`config.mk`:
```
export PLATFORM = sky130hd
export DESIGN_NAME = l2bt_tenure
export DESIGN_NICKNAME = d
export VERILOG_FILES = /design/src/common/l2bt_pkg.sv /design/src/hw/l2bt_tenure.sv
export VERILOG_INCLUDE_DIRS = /design/src /design/src/common
export SDC_FILE = /design/constraint.sdc
export NUM_CORES = 1
export LEC_CHECK = 0
export BUFFER_PORTS_ARGS = -buffer_cell sky130_fd_sc_hd__buf_2
export CORE_UTILIZATION = 35
export CTS_CLUSTER_DIAMETER = 60
export DETAILED_ROUTE_END_ITERATION = 8
export GPL_ROUTABILITY_DRIVEN = 0
export GPL_TIMING_DRIVEN = 0
export PLACE_DENSITY = 0.62
export SYNTH_ARGS = -nofsm -noshare
export SYNTH_HDL_FRONTEND = slang
export SYNTH_SLANG_ARGS = --single-unit
```
`constraint.sdc`:
```
create_clock -name pclk -period 2.46 [get_ports pclk]
set_input_delay 0.246 -clock pclk [delete_from_list [all_inputs] [get_ports pclk]]
set_output_delay 0.246 -clock pclk [all_outputs]
set_load 0.05 [all_outputs]
```
`src/common/l2bt_consts.svh`:
```
// Constants for the secondary-cache bus tenure control block.
// Included by the package and the design; holds definitions only.
`ifndef L2BT_CONSTS_SVH
`define L2BT_CONSTS_SVH

// Valid-bit clearing sequence length, in bus clocks
`define L2BT_INIT_CYCLES    4000
// Beats of a burst data tenure
`define L2BT_BURST_BEATS    4
// Width of the clearing index
`define L2BT_IDX_W          12

// Register byte offsets
`define L2BT_CTRL_OFF       12'h000
`define L2BT_STATUS_OFF     12'h004
`define L2BT_CLAIMS_OFF     12'h008

// Control field positions and reset value
`define L2BT_CTRL_FAST_BIT  0
`define L2BT_CTRL_RESET     1'h0

// Status field positions
`define L2BT_ST_INIT_BIT    0
`define L2BT_ST_EN_BIT      1
`define L2BT_ST_SNOOP_BIT   2
`define L2BT_ST_ACK_BIT     3
`define L2BT_ST_PEND_BIT    4
`define L2BT_ST_ACT_BIT     5
`define L2BT_ST_EXT_BIT     6

`endif

```
`src/common/l2bt_pkg.sv`:
```
// Types of the secondary-cache bus tenure control block.
// Assumes the constants header is on the include path.
`include "l2bt_consts.svh"

package l2bt_pkg;

   // Address tenure tracking states
   typedef enum logic [1:0] {AT_IDLE, AT_PEND, AT_WIN} l2bt_at_e;

   // Address phase seen on the bus, fields active high
   typedef struct packed {
      logic ts;
      logic burst;
      logic read;
      logic data;
      logic cpu;
      logic hit;
   } l2bt_addr_s;

   // Shared bus controls seen on the bus, fields active high
   typedef struct packed {
      logic aack;
      logic artry;
      logic ta;
      logic tea;
      logic dbb;
      logic dgrant;
   } l2bt_bus_s;

   // Attributes latched for a tenure
   typedef struct packed {
      logic claim;
      logic data;
      logic burst;
      logic read;
      logic real_dt;
   } l2bt_attr_s;

endpackage : l2bt_pkg

```
`src/hw/l2bt_tenure.sv`:
```
// Bus tenure control of a look-aside secondary cache, with APB registers.
// Assumes bus pins are synchronous to pclk; straps and inhibit are not.
//
// Contract
// Strap selects whether bridge transactions carry real data tenures.
// On a claimed hit the device ends the address tenure and drives TA.
// Claimed request with idle data bus: AACK the cycle after TS.
// With a data tenure outstanding, AACK waits; at most two outstanding.
// Acknowledge strap low: device never asserts AACK.
// Arbiter negates processor grant when two data tenures are outstanding.
// After reset release, clear all valid bits over 4000 clocks.
// During clearing, take no part but keep tracking bus tenures.
// Update inhibit held from reset keeps caching disabled.
// Master gives TS one cycle and holds attributes until AACK.
// The AACK driver is slave; device claims only its hits.
// ARTRY is sampled in the cycle after AACK by all devices.
// After a retry, non-retrying devices drop requests; else TS may follow.
// Data tenure starts only after TS and a qualified data grant.
// Burst completes after four TA, single beat after one.
// Slave drives reads and asserts TA for every beat.
// Data bus master holds DBB from grant until tenure end.
// ARTRY or TEA ends a data tenure early.
// Turnaround cycle between tenures unless fast-mode read hits stream.
// Stream when grant coincides with the fourth TA of the first hit.
// Device acts only on qualified processor data grants.
// Zero-wait streaming only between read hits of this device.
// During clearing, claim, AACK and TA stay negated.
`timescale 1ns/1ps
`default_nettype none
`include "l2bt_consts.svh"

module l2bt_tenure #(
   parameter int unsigned INIT_CYCLES = `L2BT_INIT_CYCLES
) (
   input  wire logic                    pclk,
   input  wire logic                    presetn,
   input  wire logic                    psel,
   input  wire logic                    penable,
   input  wire logic                    pwrite,
   input  wire logic [11:0]             paddr,
   input  wire logic [31:0]             pwdata,
   output var  logic [31:0]             prdata,
   output var  logic                    pready,
   output var  logic                    pslverr,
   input  wire l2bt_pkg::l2bt_addr_s    addr_in,
   input  wire l2bt_pkg::l2bt_bus_s     bus_in,
   input  wire logic                    snoop_data_tenure_strap,
   input  wire logic                    ack_enable_strap,
   input  wire logic                    cache_update_inhibit,
   output var  logic                    hit_claim_n,
   output var  logic                    aack_n_o,
   output var  logic                    aack_oe,
   output var  logic                    ta_n_o,
   output var  logic                    ta_oe,
   output var  logic                    data_oe,
   output var  logic                    valid_clear,
   output var  logic [`L2BT_IDX_W-1:0]  valid_clear_idx
);
   import l2bt_pkg::*;

   if (INIT_CYCLES < 1 || INIT_CYCLES >= (1 << `L2BT_IDX_W)) begin : g_chk
      $error("INIT_CYCLES out of range");
   end

   ////////////////////////////////////////////////////////////////////////
   // Declarations
   logic [2:0]             sy1, sy2, sy3, filt;
   logic                   snoop_strap, ack_en;
   logic                   init_busy;
   logic [`L2BT_IDX_W-1:0] init_cnt;
   logic                   fast_secondary_cache_mode;
   logic [31:0]            claims;
   l2bt_at_e               at_st;
   l2bt_attr_s             at_attr, pa, go_attr;
   logic                   pend, dt_act, dt_burst, dt_read;
   logic [1:0]             beat;
   logic                   ext_out, ext_burst;
   logic [1:0]             ext_beat;
   logic                   enabled, claim_now, free, dt_last, stream, dt_start, early, cut, go_on;

   // Index of the last beat in a tenure of the given kind
   function automatic logic [1:0] last_beat(input logic burst);
      last_beat = burst ? 2'(`L2BT_BURST_BEATS - 1) : 2'h0;
   endfunction

   ////////////////////////////////////////////////////////////////////////
   // Pin synchronisers: a rise counts once stages two and three are both high, a fall as soon as they differ
   always_ff @(posedge pclk or negedge presetn) begin
      if (!presetn) begin
         sy1 <= 3'h7;
         sy2 <= 3'h7;
         sy3 <= 3'h7;
      end else begin
         sy1 <= {cache_update_inhibit, ack_enable_strap, snoop_data_tenure_strap};
         sy2 <= sy1;
         sy3 <= sy2;
      end
   end

   // Filtered levels; inhibit reads as asserted from reset
   always_ff @(posedge pclk or negedge presetn) begin
      if (!presetn) begin
         filt <= 3'h7;
      end else begin
         filt <= (sy2 & sy3) | (filt & ~(sy2 ^ sy3));
      end
   end

   // Straps caught while clearing runs, frozen afterwards
   always_ff @(posedge pclk or negedge presetn) begin
      if (!presetn) begin
         snoop_strap <= 1'b1;
         ack_en      <= 1'b1;
      end else if (init_busy) begin
         snoop_strap <= filt[0];
         ack_en      <= filt[1];
      end
   end

   ////////////////////////////////////////////////////////////////////////
   // Valid-bit clearing sequence after reset release
   always_ff @(posedge pclk or negedge presetn) begin
      if (!presetn) begin
         init_busy <= 1'b1;
         init_cnt  <= '0;
      end else if (init_busy) begin
         init_cnt  <= init_cnt + 1'b1;
         init_busy <= (init_cnt != `L2BT_IDX_W'(INIT_CYCLES - 1));
      end
   end

   // Clear strobe and index toward the tag array
   always_ff @(posedge pclk or negedge presetn) begin
      if (!presetn) begin
         valid_clear     <= 1'b0;
         valid_clear_idx <= '0;
      end else begin
         valid_clear     <= init_busy;
         valid_clear_idx <= init_cnt;
      end
   end

   ////////////////////////////////////////////////////////////////////////
   // Claim and acknowledge conditions
   assign enabled   = !init_busy && !filt[2];
   assign claim_now = addr_in.ts && addr_in.cpu && addr_in.hit
                      && addr_in.data && enabled;
   assign dt_last   = dt_act && beat == last_beat(dt_burst);
   assign free      = !pend && !ext_out && !bus_in.dbb
                      && (!dt_act || dt_last);

   ////////////////////////////////////////////////////////////////////////
   // Address tenure tracking, runs during clearing too
   always_ff @(posedge pclk or negedge presetn) begin
      if (!presetn) begin
         at_st       <= AT_IDLE;
         at_attr     <= '0;
         hit_claim_n <= 1'b1;
         aack_oe     <= 1'b0;
         aack_n_o    <= 1'b1;
      end else begin
         aack_oe  <= 1'b0;
         aack_n_o <= 1'b1;
         unique case (at_st)
            AT_IDLE: begin
               if (addr_in.ts) begin
                  at_st   <= AT_PEND;
                  at_attr <= '{claim: claim_now, data: addr_in.data,
                               burst: addr_in.burst, read: addr_in.read,
                               real_dt: addr_in.cpu || !snoop_strap};
                  hit_claim_n <= !claim_now;
                  if (claim_now && ack_en && free) begin
                     aack_oe  <= 1'b1;
                     aack_n_o <= 1'b0;
                  end
               end
            end
            AT_PEND: begin
               if (aack_oe || bus_in.aack) begin
                  at_st <= AT_WIN;
               end else if (at_attr.claim && ack_en && free) begin
                  aack_oe  <= 1'b1;
                  aack_n_o <= 1'b0;
               end
            end
            AT_WIN: begin
               at_st       <= AT_IDLE;
               hit_claim_n <= 1'b1;
            end
         endcase
      end
   end

   ////////////////////////////////////////////////////////////////////////
   // Pending claimed tenure, created when the retry window passes clean
   assign stream   = dt_last && fast_secondary_cache_mode && dt_read && !pend && !early
                     && at_st == AT_PEND && at_attr.claim && at_attr.data
                     && at_attr.read;
   assign dt_start = ((pend && !dt_act) || stream) && bus_in.dgrant
                     && !bus_in.dbb;
   assign go_attr  = pend ? pa : at_attr;
   assign cut      = early && at_st == AT_WIN && bus_in.artry;
   assign go_on    = dt_act && !dt_last && !bus_in.tea && !cut;

   always_ff @(posedge pclk or negedge presetn) begin
      if (!presetn) begin
         pend <= 1'b0;
         pa   <= '0;
      end else if (at_st == AT_WIN && !bus_in.artry
                   && at_attr.claim && at_attr.data && !early) begin
         pend <= 1'b1;
         pa   <= at_attr;
      end else if (dt_start) begin
         pend <= 1'b0;
      end
   end

   // Tenure started by streaming before its retry window passed
   always_ff @(posedge pclk or negedge presetn) begin
      if (!presetn) begin
         early <= 1'b0;
      end else if (dt_start || at_st == AT_WIN) begin
         early <= dt_start && !pend;
      end
   end

   ////////////////////////////////////////////////////////////////////////
   // Own data tenure: TA per beat, read data driven, TEA ends it
   always_ff @(posedge pclk or negedge presetn) begin
      if (!presetn) begin
         dt_act   <= 1'b0;
         dt_burst <= 1'b0;
         dt_read  <= 1'b0;
         beat     <= 2'h0;
      end else if (dt_start) begin
         dt_act   <= 1'b1;
         dt_burst <= go_attr.burst;
         dt_read  <= go_attr.read;
         beat     <= 2'h0;
      end else if (dt_act && (bus_in.tea || dt_last || cut)) begin
         dt_act <= 1'b0;
      end else if (dt_act) begin
         beat <= beat + 2'h1;
      end
   end

   // Bus drivers for the tenure, registered in step with dt_act and beat
   always_ff @(posedge pclk or negedge presetn) begin
      if (!presetn) begin
         ta_oe   <= 1'b0;
         ta_n_o  <= 1'b1;
         data_oe <= 1'b0;
      end else begin
         ta_oe   <= dt_start || go_on;
         ta_n_o  <= !(dt_start || go_on);
         data_oe <= dt_start ? go_attr.read : (go_on && dt_read);
      end
   end

   ////////////////////////////////////////////////////////////////////////
   // Other slave's tenure: counted by its TA beats until done
   always_ff @(posedge pclk or negedge presetn) begin
      if (!presetn) begin
         ext_out   <= 1'b0;
         ext_burst <= 1'b0;
         ext_beat  <= 2'h0;
      end else if (at_st == AT_WIN && !bus_in.artry && !at_attr.claim
                   && at_attr.data && at_attr.real_dt) begin
         ext_out   <= 1'b1;
         ext_burst <= at_attr.burst;
         ext_beat  <= 2'h0;
      end else if (ext_out && bus_in.tea) begin
         ext_out <= 1'b0;
      end else if (ext_out && bus_in.ta && !ta_oe) begin
         ext_beat <= ext_beat + 2'h1;
         ext_out  <= ext_beat != last_beat(ext_burst);
      end
   end

   ////////////////////////////////////////////////////////////////////////
   // APB: zero-wait slave, unmapped addresses answer with pslverr
   always_ff @(posedge pclk or negedge presetn) begin
      if (!presetn) begin
         pready  <= 1'b0;
         pslverr <= 1'b0;
         prdata  <= 32'h0;
      end else begin
         pready  <= psel && !penable;
         pslverr <= psel && !penable && paddr != `L2BT_CTRL_OFF
                    && paddr != `L2BT_STATUS_OFF && paddr != `L2BT_CLAIMS_OFF;
         prdata  <= 32'h0;
         if (psel && !penable && !pwrite) begin
            unique case (paddr)
               `L2BT_CTRL_OFF:   prdata[`L2BT_CTRL_FAST_BIT] <= fast_secondary_cache_mode;
               `L2BT_STATUS_OFF: begin
                  prdata[`L2BT_ST_INIT_BIT]  <= init_busy;
                  prdata[`L2BT_ST_EN_BIT]    <= enabled;
                  prdata[`L2BT_ST_SNOOP_BIT] <= snoop_strap;
                  prdata[`L2BT_ST_ACK_BIT]   <= ack_en;
                  prdata[`L2BT_ST_PEND_BIT]  <= pend;
                  prdata[`L2BT_ST_ACT_BIT]   <= dt_act;
                  prdata[`L2BT_ST_EXT_BIT]   <= ext_out;
               end
               `L2BT_CLAIMS_OFF: prdata <= claims;
               default:          prdata <= 32'h0;
            endcase
         end
      end
   end

   // Control register write at the access edge
   always_ff @(posedge pclk or negedge presetn) begin
      if (!presetn) begin
         fast_secondary_cache_mode <= `L2BT_CTRL_RESET;
      end else if (psel && penable && pready && pwrite && paddr == `L2BT_CTRL_OFF) begin
         fast_secondary_cache_mode <= pwdata[`L2BT_CTRL_FAST_BIT];
      end
   end

   // Count of claimed hits
   always_ff @(posedge pclk or negedge presetn) begin
      if (!presetn) begin
         claims <= 32'h0;
      end else if (at_st == AT_IDLE && claim_now) begin
         claims <= claims + 32'h1;
      end
   end
endmodule // l2bt_tenure

`default_nettype wire

```
Word-level counts from Yosys, hierarchy flattened
Cells that the tools add are included.
{ "totals": {"elab_cells": 190, "in_bits": 64, "reg_bits": 134} }
{ "classes": {"n_reduce_logical": 92, "eq_ne": 13, "bitwise_logic": 5, "n_addsub": 4, "n_mux": 37} }
{ "ops": {"columns": ["cell", "n"], "rows": [
  ["1-bit logical AND", 52],
  ["32-bit by 1-bit adder with 32-bit output (second input constant)", 1],
  ["32-bit two-way mux", 1],
  ["25-bit two-way mux", 1],
  ["2-bit two-way mux", 10],
  ["1-bit zero test", 18],
  ["1-bit two-way mux", 18],
  ["12-bit by 1-bit adder with 12-bit output (second input constant)", 1],
  ["12-bit by 3-bit equality test with 1-bit output (second input constant)", 1],
  ["12-bit by 4-bit equality test with 1-bit output (second input constant)", 1],
  ["12-bit zero test", 1],
  ["12-bit != test (second input constant)", 1],
  ["12-bit by 3-bit != test with 1-bit output (second input constant)", 1],
  ["12-bit by 4-bit != test with 1-bit output (second input constant)", 1],
  ["6-bit case mux with 2 select lines", 1],
  ["12-bit nonzero test", 1],
  ["2-bit AND reduction", 5],
  ["2-bit nonzero test", 5],
  ["1-bit logical OR", 8],
  ["2-bit != test (second input constant)", 4],
  ["3-bit AND", 2],
  ["1-bit case mux with 2 select lines", 3],
  ["2-bit case mux with 3 select lines", 1],
  ["2-bit by 1-bit adder with 2-bit output (second input constant)", 2],
  ["other kinds (11)", 11]
]} }

Depth between registers and ports, before layout
Gate-level depths: netlist of the first run.
{ "depth": {"word_depth": 16, "depth_mapped": 7, "ltp_nobuf": 6} }

Worst setup path after synthesis of the first run
OpenSTA, ideal clock, no wires.
{ "synth_timing": {"kind": "register to register", "start": "register at_st[0]", "end": "register claims[1]", "stages_incl_launch_ff": 7, "t_arrival_ns": 1.638, "required_time_ns": 2.335, "path_slack_ns": 0.697, "n_path_buf": 1, "setup_time_ns": 0.125, "cell_sequence": "dfrtp_1 inv_1 ha_1 and4bb_2 and4_1 buf_2 mux2_2"} }
{ "synth_via": {"elab_chain_cells": 2} }
{ "synth_lines": {"columns": ["element", "line_no", "source"], "rows": [
  ["from (decl)", "l2bt_tenure.sv:73", "l2bt_at_e at_st;"],
  ["from (signal assigned)", "l2bt_tenure.sv:156", "at_st <= AT_IDLE;"],
  ["from (signal assigned)", "l2bt_tenure.sv:167", "at_st <= AT_PEND;"],
  ["from (signal assigned)", "l2bt_tenure.sv:180", "at_st <= AT_WIN;"],
  ["2-bit zero test", "l2bt_tenure.sv:324", "end else if (at_st == AT_IDLE && claim_now) begin"],
  ["1-bit logical AND", "l2bt_tenure.sv:324", null],
  ["to (signal assigned)", "l2bt_tenure.sv:325", "claims <= claims + 32'h1;"],
  ["to (decl)", "l2bt_tenure.sv:72", "logic [31:0] claims;"]
]} }
No other way between the ends.
A chain may end at the register's enable or synchronous reset.

Final worst setup path of the first run
{ "layout_timing": {"start": "register at_st[0]", "end": "register claims[22]"} }
The elaborated chain is that of the path after synthesis.

==> impl_results.html, run 1 <==
<table>
<tr><th>Metric</th><th>Value</th></tr>
<tr><th colspan="2">CTS</th></tr>
<tr><td>CTS buffer count</td><td>17</td></tr>
<tr><td>Clock insertion delay at the later pin of the skew report</td><td>0.41 ns</td></tr>
<tr><td>Number of sinks driven by the clock tree</td><td>133</td></tr>
<tr><td>Number of levels in the clock H-tree</td><td>4</td></tr>
<tr><td>Clock tree from TritonCTS</td><td>done</td></tr>
<tr><td>CTS clock-pin slew for the worst setup and hold paths</td><td>0.06 ns</td></tr>
<tr><td>Clock Tree Root</td><td>clkbuf_16</td></tr>
<tr><td>Number of buffers on the longest clock path</td><td>2</td></tr>
<tr><th colspan="2">Cells and area</th></tr>
<tr><td>Layout fillers</td><td>1367</td></tr>
<tr><td>ANT cells</td><td>0</td></tr>
<tr><td>Total area of multi-input combinational cells</td><td>1890 µm²</td></tr>
<tr><td>Share of cells above drive strength 1</td><td>0.291</td></tr>
<tr><td>Storage element area</td><td>3350 µm²</td></tr>
<tr><td>Nets</td><td>602</td></tr>
<tr><td>P&amp;R area growth vs syn</td><td>23.3%</td></tr>
<tr><td>Fin cells</td><td>727</td></tr>
<tr><th colspan="2">Hold path</th></tr>
<tr><td>Hold Crit Class</td><td>primary input to register</td></tr>
<tr><th colspan="2">Synthesis</th></tr>
<tr><td>Most numerous cell in the Yosys netlist</td><td>dfrtp_1</td></tr>
<tr><td>Largest area contributor in the netlist</td><td>dfrtp_1</td></tr>
<tr><td>Proportion of synthesized chip area in sequential cells</td><td>0.628</td></tr>
<tr><td>List of most frequent post-synthesis cells</td><td>115 x dfrtp_1, 27 x xor2_1, 24 x and2_1</td></tr>
<tr><td>Asr flop ratio synth</td><td>1.00</td></tr>
<tr><td>Top cell type's share of synthesized area</td><td>0.539</td></tr>
<tr><td>Synthesized instance count</td><td>422</td></tr>
<tr><td>Synthesized netlist net count</td><td>494</td></tr>
<tr><td>Synth area leaders</td><td>dfrtp_1 54%, dfstp_2 8.9%, xor2_1 4.4%, xnor2_1 3.0%, and2_1 2.8%</td></tr>
<tr><td>Yosys cell types</td><td>55</td></tr>
<tr><td>Yosys warns</td><td>0</td></tr>
<tr><td>Avg Synthesized Cell Area</td><td>12.6 µm²</td></tr>
<tr><td>Count of state elements after synthesis</td><td>133</td></tr>
<tr><td>Most used flip-flop cell after synthesis</td><td>dfrtp_1</td></tr>
<tr><td>Number of flops mapped to enable cells by yosys</td><td>0</td></tr>
<tr><td>Post-synth design cell area</td><td>5340 µm²</td></tr>
<tr><th colspan="2">Worst setup path</th></tr>
<tr><td>Worst setup slack for register-to-register paths</td><td>0.40 ns</td></tr>
<tr><td>Kind of end point of the critical path</td><td>register</td></tr>
<tr><td>Classification of the worst setup path</td><td>register to register</td></tr>
<tr><td>Crit path max-delay cell type</td><td>dfrtp_1</td></tr>
<tr><td>Signal arrival time at the worst endpoint</td><td>2.40 ns</td></tr>
<tr><td>Launch point of the worst path</td><td>at_st[0]</td></tr>
<tr><td>Source of the worst register-to-register timing path</td><td>at_st[0]</td></tr>
<tr><td>Slowest stage delay, CP</td><td>0.40 ns</td></tr>
<tr><td>Req. time, crit path</td><td>2.80 ns</td></tr>
<tr><td>Highest fanout seen on the critical path</td><td>10</td></tr>
<tr><td>Worst setup path end</td><td>claims[22]</td></tr>
<tr><td>Element type at the critical path start</td><td>register</td></tr>
<tr><td>Chain of cells forming the critical path</td><td>inv_1, ha_1, and4bb_2, nand4_1, clkbuf_1, nor4_1, xor2_1</td></tr>
<tr><td>End of the worst register-to-register path</td><td>claims[22]</td></tr>
<tr><td>Worst-case reg-to-reg path depth</td><td>7</td></tr>
<tr><th colspan="2">Power</th></tr>
<tr><td>Reported leakage power</td><td>3.33 nW</td></tr>
<tr><td>Proportion of power drawn by the clock network</td><td>0.436</td></tr>
<tr><td>Net Switching</td><td>1.21 mW</td></tr>
<tr><td>Total power</td><td>5.09 mW</td></tr>
<tr><td>Flop pwr share</td><td>0.476</td></tr>
<tr><td>Maximum VDD drop</td><td>385 µV</td></tr>
<tr><td>Internal Power</td><td>3.88 mW</td></tr>
<tr><td>Combinational Power Share</td><td>0.088</td></tr>
<tr><td>Switching fraction of total power</td><td>0.238</td></tr>
<tr><td>Areal power density over the cells</td><td>773 nW/µm²</td></tr>
<tr><th colspan="2">STA</th></tr>
<tr><td>Fin crit period</td><td>2.06 ns</td></tr>
<tr><td>Worst Max-Slew Pin Slew</td><td>0.645 ns</td></tr>
<tr><td>Final setup violating endpoints</td><td>0</td></tr>
<tr><td>Post-route clock skew</td><td>0.00787 ns</td></tr>
<tr><td>Hold slack final</td><td>0.0202 ns</td></tr>
<tr><td>Highest achievable clock rate</td><td>485 MHz</td></tr>
<tr><td>Hold violation total from the final report</td><td>0</td></tr>
<tr><td>Number of max-slew violations in the final report</td><td>0</td></tr>
<tr><td>Part of the cycle the worst path needs</td><td>0.839</td></tr>
<tr><td>Setup repair after global routing missed its margin</td><td>no</td></tr>
<tr><td>Slew HR</td><td>0.569</td></tr>
<tr><th colspan="2">Die</th></tr>
<tr><td>Die extent in x</td><td>125 µm</td></tr>
<tr><td>Count of pins on the block boundary</td><td>117</td></tr>
<tr><td>Cell Rows</td><td>44</td></tr>
<tr><td>Effective utilization at floorplan</td><td>0.363</td></tr>
<tr><td>Area enclosed by the die boundary</td><td>15700 µm²</td></tr>
<tr><td>Core box area</td><td>14700 µm²</td></tr>
<tr><td>Vertical die dimension</td><td>125 µm</td></tr>
<tr><th colspan="2">Outcome</th></tr>
<tr><td>Outcome</td><td>finished, violations left</td></tr>
<tr><td>Failing checks</td><td>DRC</td></tr>
<tr><th colspan="2">Drt</th></tr>
<tr><td>Via density per instance</td><td>4.82</td></tr>
<tr><td>Violation count after the first detailed-route iteration</td><td>189</td></tr>
<tr><td>Number of iterations in the first detailed-routing pass</td><td>6</td></tr>
<tr><td>WL final</td><td>10500 µm</td></tr>
<tr><td>DRC errors left</td><td>5</td></tr>
<tr><td>Total via count after detailed routing</td><td>3501</td></tr>
<tr><td>Detailed-route wire length per cell</td><td>14.5 µm</td></tr>
<tr><td>Residual antenna-violating net count after detailed routing</td><td>0</td></tr>
<tr><th colspan="2">GRT</th></tr>
<tr><td>Antenna violations before repair</td><td>0</td></tr>
<tr><td>First-pass GRT wire length</td><td>17800 µm</td></tr>
<tr><td>Total routing usage reported by global routing</td><td>0.149</td></tr>
<tr><td>Residual overflow from global routing</td><td>0</td></tr>
<tr><td>Maximum number of pins on one net before global-route repair</td><td>69</td></tr>
<tr><td>Number of global-route vias before repair</td><td>3576</td></tr>
<tr><th colspan="2">Placed design</th></tr>
<tr><td>Cell count after placement</td><td>691</td></tr>
<tr><td>Number of input and output port buffers inserted</td><td>84</td></tr>
<tr><td>Post-detail-place hpwl</td><td>7440 µm</td></tr>
<tr><th colspan="2">Job</th></tr>
<tr><td>Max-cap check violation count</td><td>0</td></tr>
</table>
==> per-stage QoR <==
| step | util | setup slack [ns] | TNS [ns] | area (µm²) |
|---|---|---|---|---|
| after CTS | 0.448 | 0.397 | 0 | 6580 |
| after floorplan | - | 0.697 | 0 | 5340 |
| final | 0.448 | 0.397 | 0 | 6580 |
| after global routing | 0.448 | 0.270 | 0 | 6580 |
| after global placement | 0.407 | -0.533 | -60.08 | 5990 |
| after detailed placement | 0.410 | 0.312 | 0 | 6020 |
==> registers in the layout (all words and copies together), names as in the netlist, 2 cells and up <==
name	cells
prdata	32
ext_beat	2
pa	2
sy1	3
init_cnt	12
sy3	3
filt	3
sy2	3
at_st	2
beat	2
claims	32
at_attr	5
valid_clear_idx	12
==> kinds of logic (layout without fill, tap and decap cells) <==
group | after synthesis | count (layout) | synth area share
compound gates | 34 | 34 | 0.0457
xor+xnor | 45 | 45 | 0.0739
simple gates | 162 | 162 | 0.182
flops | 133 | 133 | 0.628
fa+ha+maj | 8 | 8 | 0.0188
mux | 16 | 16 | 0.0331
buf+inv | 24 | 145 | 0.0185
==> area by class of cell <==
cell class | count | share of cell area
flip-flops and latches | 133 | 0.509
inverters | 16 | 0.00913
well taps | 184 | 0.0350
clock buffers | 27 | 0.0749
clock inverters | 5 | 0.00418
multi-input cells | 265 | 0.287
repair buffers | 89 | 0.0751
plain buffers | 8 | 0.00589
==> cells in the final DEF, fill, tap and decap left out, drive strengths merged, types with 8 or more instances in the layout <==
cell type	n
mux2	13
and2	25
nand3	18
nor2	22
buf	87
nand4	16
ha	8
inv	16
dfstp	18
nor2b	9
xor2	27
nor3	13
dfrtp	115
xnor2	18
nor4	13
clkbuf	33
nand2	20
==> worst min path at each step <==
stage                        from          to  slack, ns  cells after the start
after floorplan           presetn     aack_oe      -0.05                      0
after global placement     sy1[1]      sy2[1]       0.35                      0
after detailed placement  presetn  at_attr[2]       0.28                      1
after CTS                 penable      pready      0.004                      2
after global routing      penable      pready       0.02                      2
final                     penable      pready       0.02                      2
==> power by group through the flow <==
stage	clock [mW]	sequential, mW	combinational, mW
after floorplan	0	2.45	0.279
after global placement	0	2.45	0.416
after detailed placement	0	2.46	0.448
after CTS	2.28	2.42	0.455
after global routing	2.39	2.44	0.513
final	2.22	2.42	0.449
==> critical path, delay by kind of cell, from the launching register on <==
family                     cells  cell delay, ns
xor gates and xnor gates       1            0.18
buffers and inverters          2            0.34
and+or+nand+nor                3            0.83
DFF                            1            0.40
adders and majority gates      1            0.23
==> repair_timing <==
| item | CTS | global route |
|---|---|---|
| setup endpoints to repair | 0 | 0 |
| endpoints found under the hold margin | 52 | 0 |
| buffers inserted | 0 | 0 |
| hold buffers | 4 | 0 |
| gates resized for setup | 0 | 0 |
==> per-layer routing <==
metal,vias to the layer above,global-route usage,wire (µm)
li1,1694,-,-
met1,1706,0.188,4800
met2,76,0.228,4960
met3,25,0.0415,478
met4,0,0.0890,301
met5,-,0,0
Note: power is estimated with default switching activity, not from simulation.
==> inputs of run 2 (changes only) <==
--- a/config.mk
+++ b/config.mk
@@ -6,13 +6,14 @@
 export SDC_FILE = /design/constraint.sdc
 export NUM_CORES = 1
 export LEC_CHECK = 0
+export ABC_AREA = 1
 export BUFFER_PORTS_ARGS = -buffer_cell sky130_fd_sc_hd__buf_2
 export CORE_UTILIZATION = 35
 export CTS_CLUSTER_DIAMETER = 60
 export DETAILED_ROUTE_END_ITERATION = 8
 export GPL_ROUTABILITY_DRIVEN = 0
 export GPL_TIMING_DRIVEN = 0
-export PLACE_DENSITY = 0.62
+export PLACE_DENSITY = 0.63
 export SYNTH_ARGS = -nofsm -noshare
 export SYNTH_HDL_FRONTEND = slang
 export SYNTH_SLANG_ARGS = --single-unit
==> constraint.sdc (replaced) <==
create_clock -name pclk -period 1.7 [get_ports pclk]
set_input_delay 0.17 -clock pclk [delete_from_list [all_inputs] [get_ports pclk]]
set_output_delay 0.17 -clock pclk [all_outputs]
set_load 0.05 [all_outputs]
==> run 2 against run 1 <==
Compared with the run above: the run now ends clean; sequential power is 52% higher; register-to-register slack worse by 0.35 ns; combinational power grew to 2.9 times the previous value.
==> impl_results.html, run 2 <==
<table>
<tr><th>Metric</th><th>Value</th></tr>
<tr><th colspan="2">Worst setup path</th></tr>
<tr><td>Signal arrival time at the worst endpoint</td><td>1.95 ns</td></tr>
<tr><td>Element type at the critical path start</td><td>register</td></tr>
<tr><td>Slowest stage delay, CP</td><td>0.40 ns</td></tr>
<tr><td>Dominant cell type by count on the critical path</td><td>nand2_4</td></tr>
<tr><td>Chain of cells forming the critical path</td><td>inv_2, ha_4, nand2_4, nor2_4, nand2_4, inv_6, buf_8, nand3b_1, o21ai_1, nand2_1</td></tr>
<tr><td>Highest fanout seen on the critical path</td><td>7</td></tr>
<tr><td>Crit path max-delay cell type</td><td>dfrtp_1</td></tr>
<tr><td>Kind of end point of the critical path</td><td>register</td></tr>
<tr><td>Req. time, crit path</td><td>2.00 ns</td></tr>
<tr><td>Classification of the worst setup path</td><td>register to register</td></tr>
<tr><th colspan="2">Cells and area</th></tr>
<tr><td>Nets</td><td>871</td></tr>
<tr><td>Core occupancy in the finished layout</td><td>0.458</td></tr>
<tr><td>Commonest non-fill, non-tap cell in the layout</td><td>nand2_1</td></tr>
<tr><td>ANT cells</td><td>0</td></tr>
<tr><td>Top Registers</td><td>claims (32), prdata (32)</td></tr>
<tr><td>Non-Filler Cell Area, Final</td><td>7650 µm²</td></tr>
<tr><td>Share of cells above drive strength 1</td><td>0.264</td></tr>
<tr><td>P&amp;R area growth vs syn</td><td>26.9%</td></tr>
<tr><td>Commonest cells after routing, fill and taps aside</td><td>194 x nand2_1, 115 x dfrtp_1, 88 x buf_2, 77 x inv_1, 67 x nor2_1</td></tr>
<tr><th colspan="2">Die</th></tr>
<tr><td>Effective utilization at floorplan</td><td>0.361</td></tr>
<tr><td>Area enclosed by the die boundary</td><td>17800 µm²</td></tr>
<tr><td>Count of pins on the block boundary</td><td>117</td></tr>
<tr><td>Core box area</td><td>16700 µm²</td></tr>
<tr><td>Cell Rows</td><td>47</td></tr>
<tr><td>Die extent in x</td><td>133 µm</td></tr>
<tr><td>Vertical die dimension</td><td>133 µm</td></tr>
<tr><th colspan="2">STA</th></tr>
<tr><td>Post-route clock skew</td><td>0.00572 ns</td></tr>
<tr><td>Part of the cycle the worst path needs</td><td>0.971</td></tr>
<tr><td>Highest achievable clock rate</td><td>606 MHz</td></tr>
<tr><td>Worst Max-Slew Pin Slew</td><td>0.577 ns</td></tr>
<tr><td>Number of max-slew violations in the final report</td><td>0</td></tr>
<tr><td>Fin crit period</td><td>1.65 ns</td></tr>
<tr><td>Setup repair after global routing missed its margin</td><td>yes</td></tr>
<tr><td>Final setup violating endpoints</td><td>0</td></tr>
<tr><td>Setup TNS</td><td>0 ns</td></tr>
<tr><td>Slew HR</td><td>0.615</td></tr>
<tr><td>Hold violation total from the final report</td><td>0</td></tr>
<tr><th colspan="2">Power</th></tr>
<tr><td>Proportion of power drawn by the clock network</td><td>0.429</td></tr>
<tr><td>Combinational Power Share</td><td>0.149</td></tr>
<tr><td>Reported leakage power</td><td>3.84 nW</td></tr>
<tr><td>Maximum VDD drop</td><td>683 µV</td></tr>
<tr><td>Switching fraction of total power</td><td>0.269</td></tr>
<tr><td>Internal Power</td><td>6.38 mW</td></tr>
<tr><td>Areal power density over the cells</td><td>1140 nW/µm²</td></tr>
<tr><td>Net Switching</td><td>2.35 mW</td></tr>
<tr><td>Flop pwr share</td><td>0.421</td></tr>
<tr><th colspan="2">Synthesis</th></tr>
<tr><td>Most used flip-flop cell after synthesis</td><td>dfrtp_1</td></tr>
<tr><td>Top cell type's share of synthesized area</td><td>0.477</td></tr>
<tr><td>Asr flop ratio synth</td><td>1.00</td></tr>
<tr><td>Synthesized netlist net count</td><td>741</td></tr>
<tr><td>Proportion of synthesized chip area in sequential cells</td><td>0.556</td></tr>
<tr><td>Largest area contributor in the netlist</td><td>dfrtp_1</td></tr>
<tr><td>List of most frequent post-synthesis cells</td><td>194 x nand2_1, 115 x dfrtp_1, 79 x inv_1</td></tr>
<tr><td>Number of flops mapped to enable cells by yosys</td><td>0</td></tr>
<tr><td>Yosys cell types</td><td>36</td></tr>
<tr><td>Synth area leaders</td><td>dfrtp_1 48%, nand2_1 12%, dfstp_2 7.8%, inv_1 4.9%, nor2_1 4.3%</td></tr>
<tr><td>Post-synth design cell area</td><td>6030 µm²</td></tr>
<tr><td>Count of state elements after synthesis</td><td>133</td></tr>
<tr><td>Yosys warns</td><td>0</td></tr>
<tr><td>Synthesized instance count</td><td>669</td></tr>
<tr><td>Most numerous cell in the Yosys netlist</td><td>nand2_1</td></tr>
<tr><td>Avg Synthesized Cell Area</td><td>9.01 µm²</td></tr>
<tr><th colspan="2">Drt</th></tr>
<tr><td>Via density per instance</td><td>4.48</td></tr>
<tr><td>DRC errors left</td><td>0</td></tr>
<tr><td>Detailed-route wire length per cell</td><td>12.7 µm</td></tr>
<tr><td>Residual antenna-violating net count after detailed routing</td><td>0</td></tr>
<tr><td>Number of iterations in the first detailed-routing pass</td><td>5</td></tr>
<tr><td>WL final</td><td>13100 µm</td></tr>
<tr><td>Violation count after the first detailed-route iteration</td><td>241</td></tr>
<tr><td>Total via count after detailed routing</td><td>4621</td></tr>
<tr><th colspan="2">CTS</th></tr>
<tr><td>CTS clock-pin slew for the worst setup and hold paths</td><td>0.06 ns</td></tr>
<tr><td>CTS buffer count</td><td>17</td></tr>
<tr><td>Number of sinks driven by the clock tree</td><td>133</td></tr>
<tr><td>Clock Tree Root</td><td>clkbuf_16</td></tr>
<tr><td>Number of buffers on the longest clock path</td><td>2</td></tr>
<tr><td>Clock insertion delay at the later pin of the skew report</td><td>0.41 ns</td></tr>
<tr><td>Clock tree from TritonCTS</td><td>done</td></tr>
<tr><td>Number of levels in the clock H-tree</td><td>4</td></tr>
<tr><th colspan="2">Placed design</th></tr>
<tr><td>Number of input and output port buffers inserted</td><td>85</td></tr>
<tr><td>Post-detail-place hpwl</td><td>9100 µm</td></tr>
<tr><td>Placed inst area</td><td>6770 µm²</td></tr>
<tr><th colspan="2">GRT</th></tr>
<tr><td>First-pass GRT wire length</td><td>21600 µm</td></tr>
<tr><td>Total routing usage reported by global routing</td><td>0.157</td></tr>
<tr><td>Number of global-route vias before repair</td><td>4403</td></tr>
<tr><td>Maximum number of pins on one net before global-route repair</td><td>79</td></tr>
<tr><td>Antenna violations before repair</td><td>0</td></tr>
<tr><td>Residual overflow from global routing</td><td>0</td></tr>
<tr><th colspan="2">Job</th></tr>
<tr><td>Max-cap check violation count</td><td>0</td></tr>
<tr><th colspan="2">Outcome</th></tr>
<tr><td>Outcome</td><td>finished clean</td></tr>
<tr><th colspan="2">Hold path</th></tr>
<tr><td>Hold Crit Class</td><td>primary input to register</td></tr>
</table>
[run 2: final timing paths]
| check | end | slack, ns | from | cells after the start |
|---|---|---|---|---|
| setup / recovery | claims[21] | 0.05 | at_st[1] | 10 |
| hold / removal | ext_out | 0.05 | bus_in[2] | 4 |
| setup reg to reg | claims[21] | 0.05 | at_st[1] | 10 |
| hold reg to reg | sy2[0] | 0.35 | sy1[0] | 0 |
| max in group asynchronous | filt[1] | 0.62 | presetn | 3 |
| min in group asynchronous | init_cnt[8] | 0.30 | presetn | 2 |
[run 2: repair_timing]
item | CTS | global route
pin swaps | 2 | 5
hold endpoints to repair | 57 | 0
hold buffers | 10 | 0
gates resized for setup | 5 | 12
buffers inserted | 0 | 15
setup endpoints to repair | 11 | 24
[run 2: power by group through the flow]
stage	registers, mW	logic [mW]	clock network [mW]
2_1_floorplan	3.79	0.642	0
3_3_place_gp	3.73	1.01	0
3_5_place_dp	3.74	1.04	0
4_1_cts	3.68	1.10	3.84
5_1_grt	3.72	1.49	3.96
6_report	3.68	1.30	3.75
[run 2: layout make-up]
type | instances | area (µm²)
fillers | 1627 | 9050
flip-flops and latches | 133 | 3350
multi-input cells | 444 | 2370
repair buffers | 111 | 672
clock buffers | 21 | 460
inverters | 83 | 317
well taps | 220 | 275
clock inverters | 11 | 148
plain buffers | 9 | 65.1
[run 2: worst max-delay path: cells and delay by family, from the launching register on]
family	cells	cell delay, ns
buffers and inverters	3	0.31
AOI/OAI and AO/OA	1	0.17
and+or+nand+nor	5	0.50
adders and majority gates	1	0.15
DFF	1	0.40
[run 2: per-layer routing]
metal,share of wire,GRT usage,vias to the layer above
met5,0,0,-
met4,0.013,0.0631,0
met3,0.057,0.0373,13
met2,0.45,0.234,108
met1,0.48,0.219,2144
li1,-,-,2356
[run 2: cells by family after synthesis]
logic type | count (synthesis) | share of synthesized area
AND/OR/NAND/NOR | 373 | 0.295
flip-flops | 133 | 0.556
buffers and inverters | 92 | 0.0618
AO/OA/AOI/OAI | 39 | 0.0361
XOR/XNOR | 24 | 0.0349
adder cells (fa/ha/maj) | 8 | 0.0166
[run 2: stage by stage]
| stage | setup WS (ns) | instances | power (mW) | hold WS (ns) |
|---|---|---|---|---|
| after floorplan | 0.167 | 669 | 4.44 | -0.126 |
| after global placement | -1.43 | 974 | 4.74 | 0.286 |
| after detailed placement | -0.137 | 975 | 4.78 | 0.171 |
| after CTS | 0.00196 | 1017 | 8.63 | 0.0317 |
| after global routing | -0.0293 | 1032 | 9.16 | 0.0744 |
| final | 0.0497 | 1032 | 8.74 | 0.0502 |
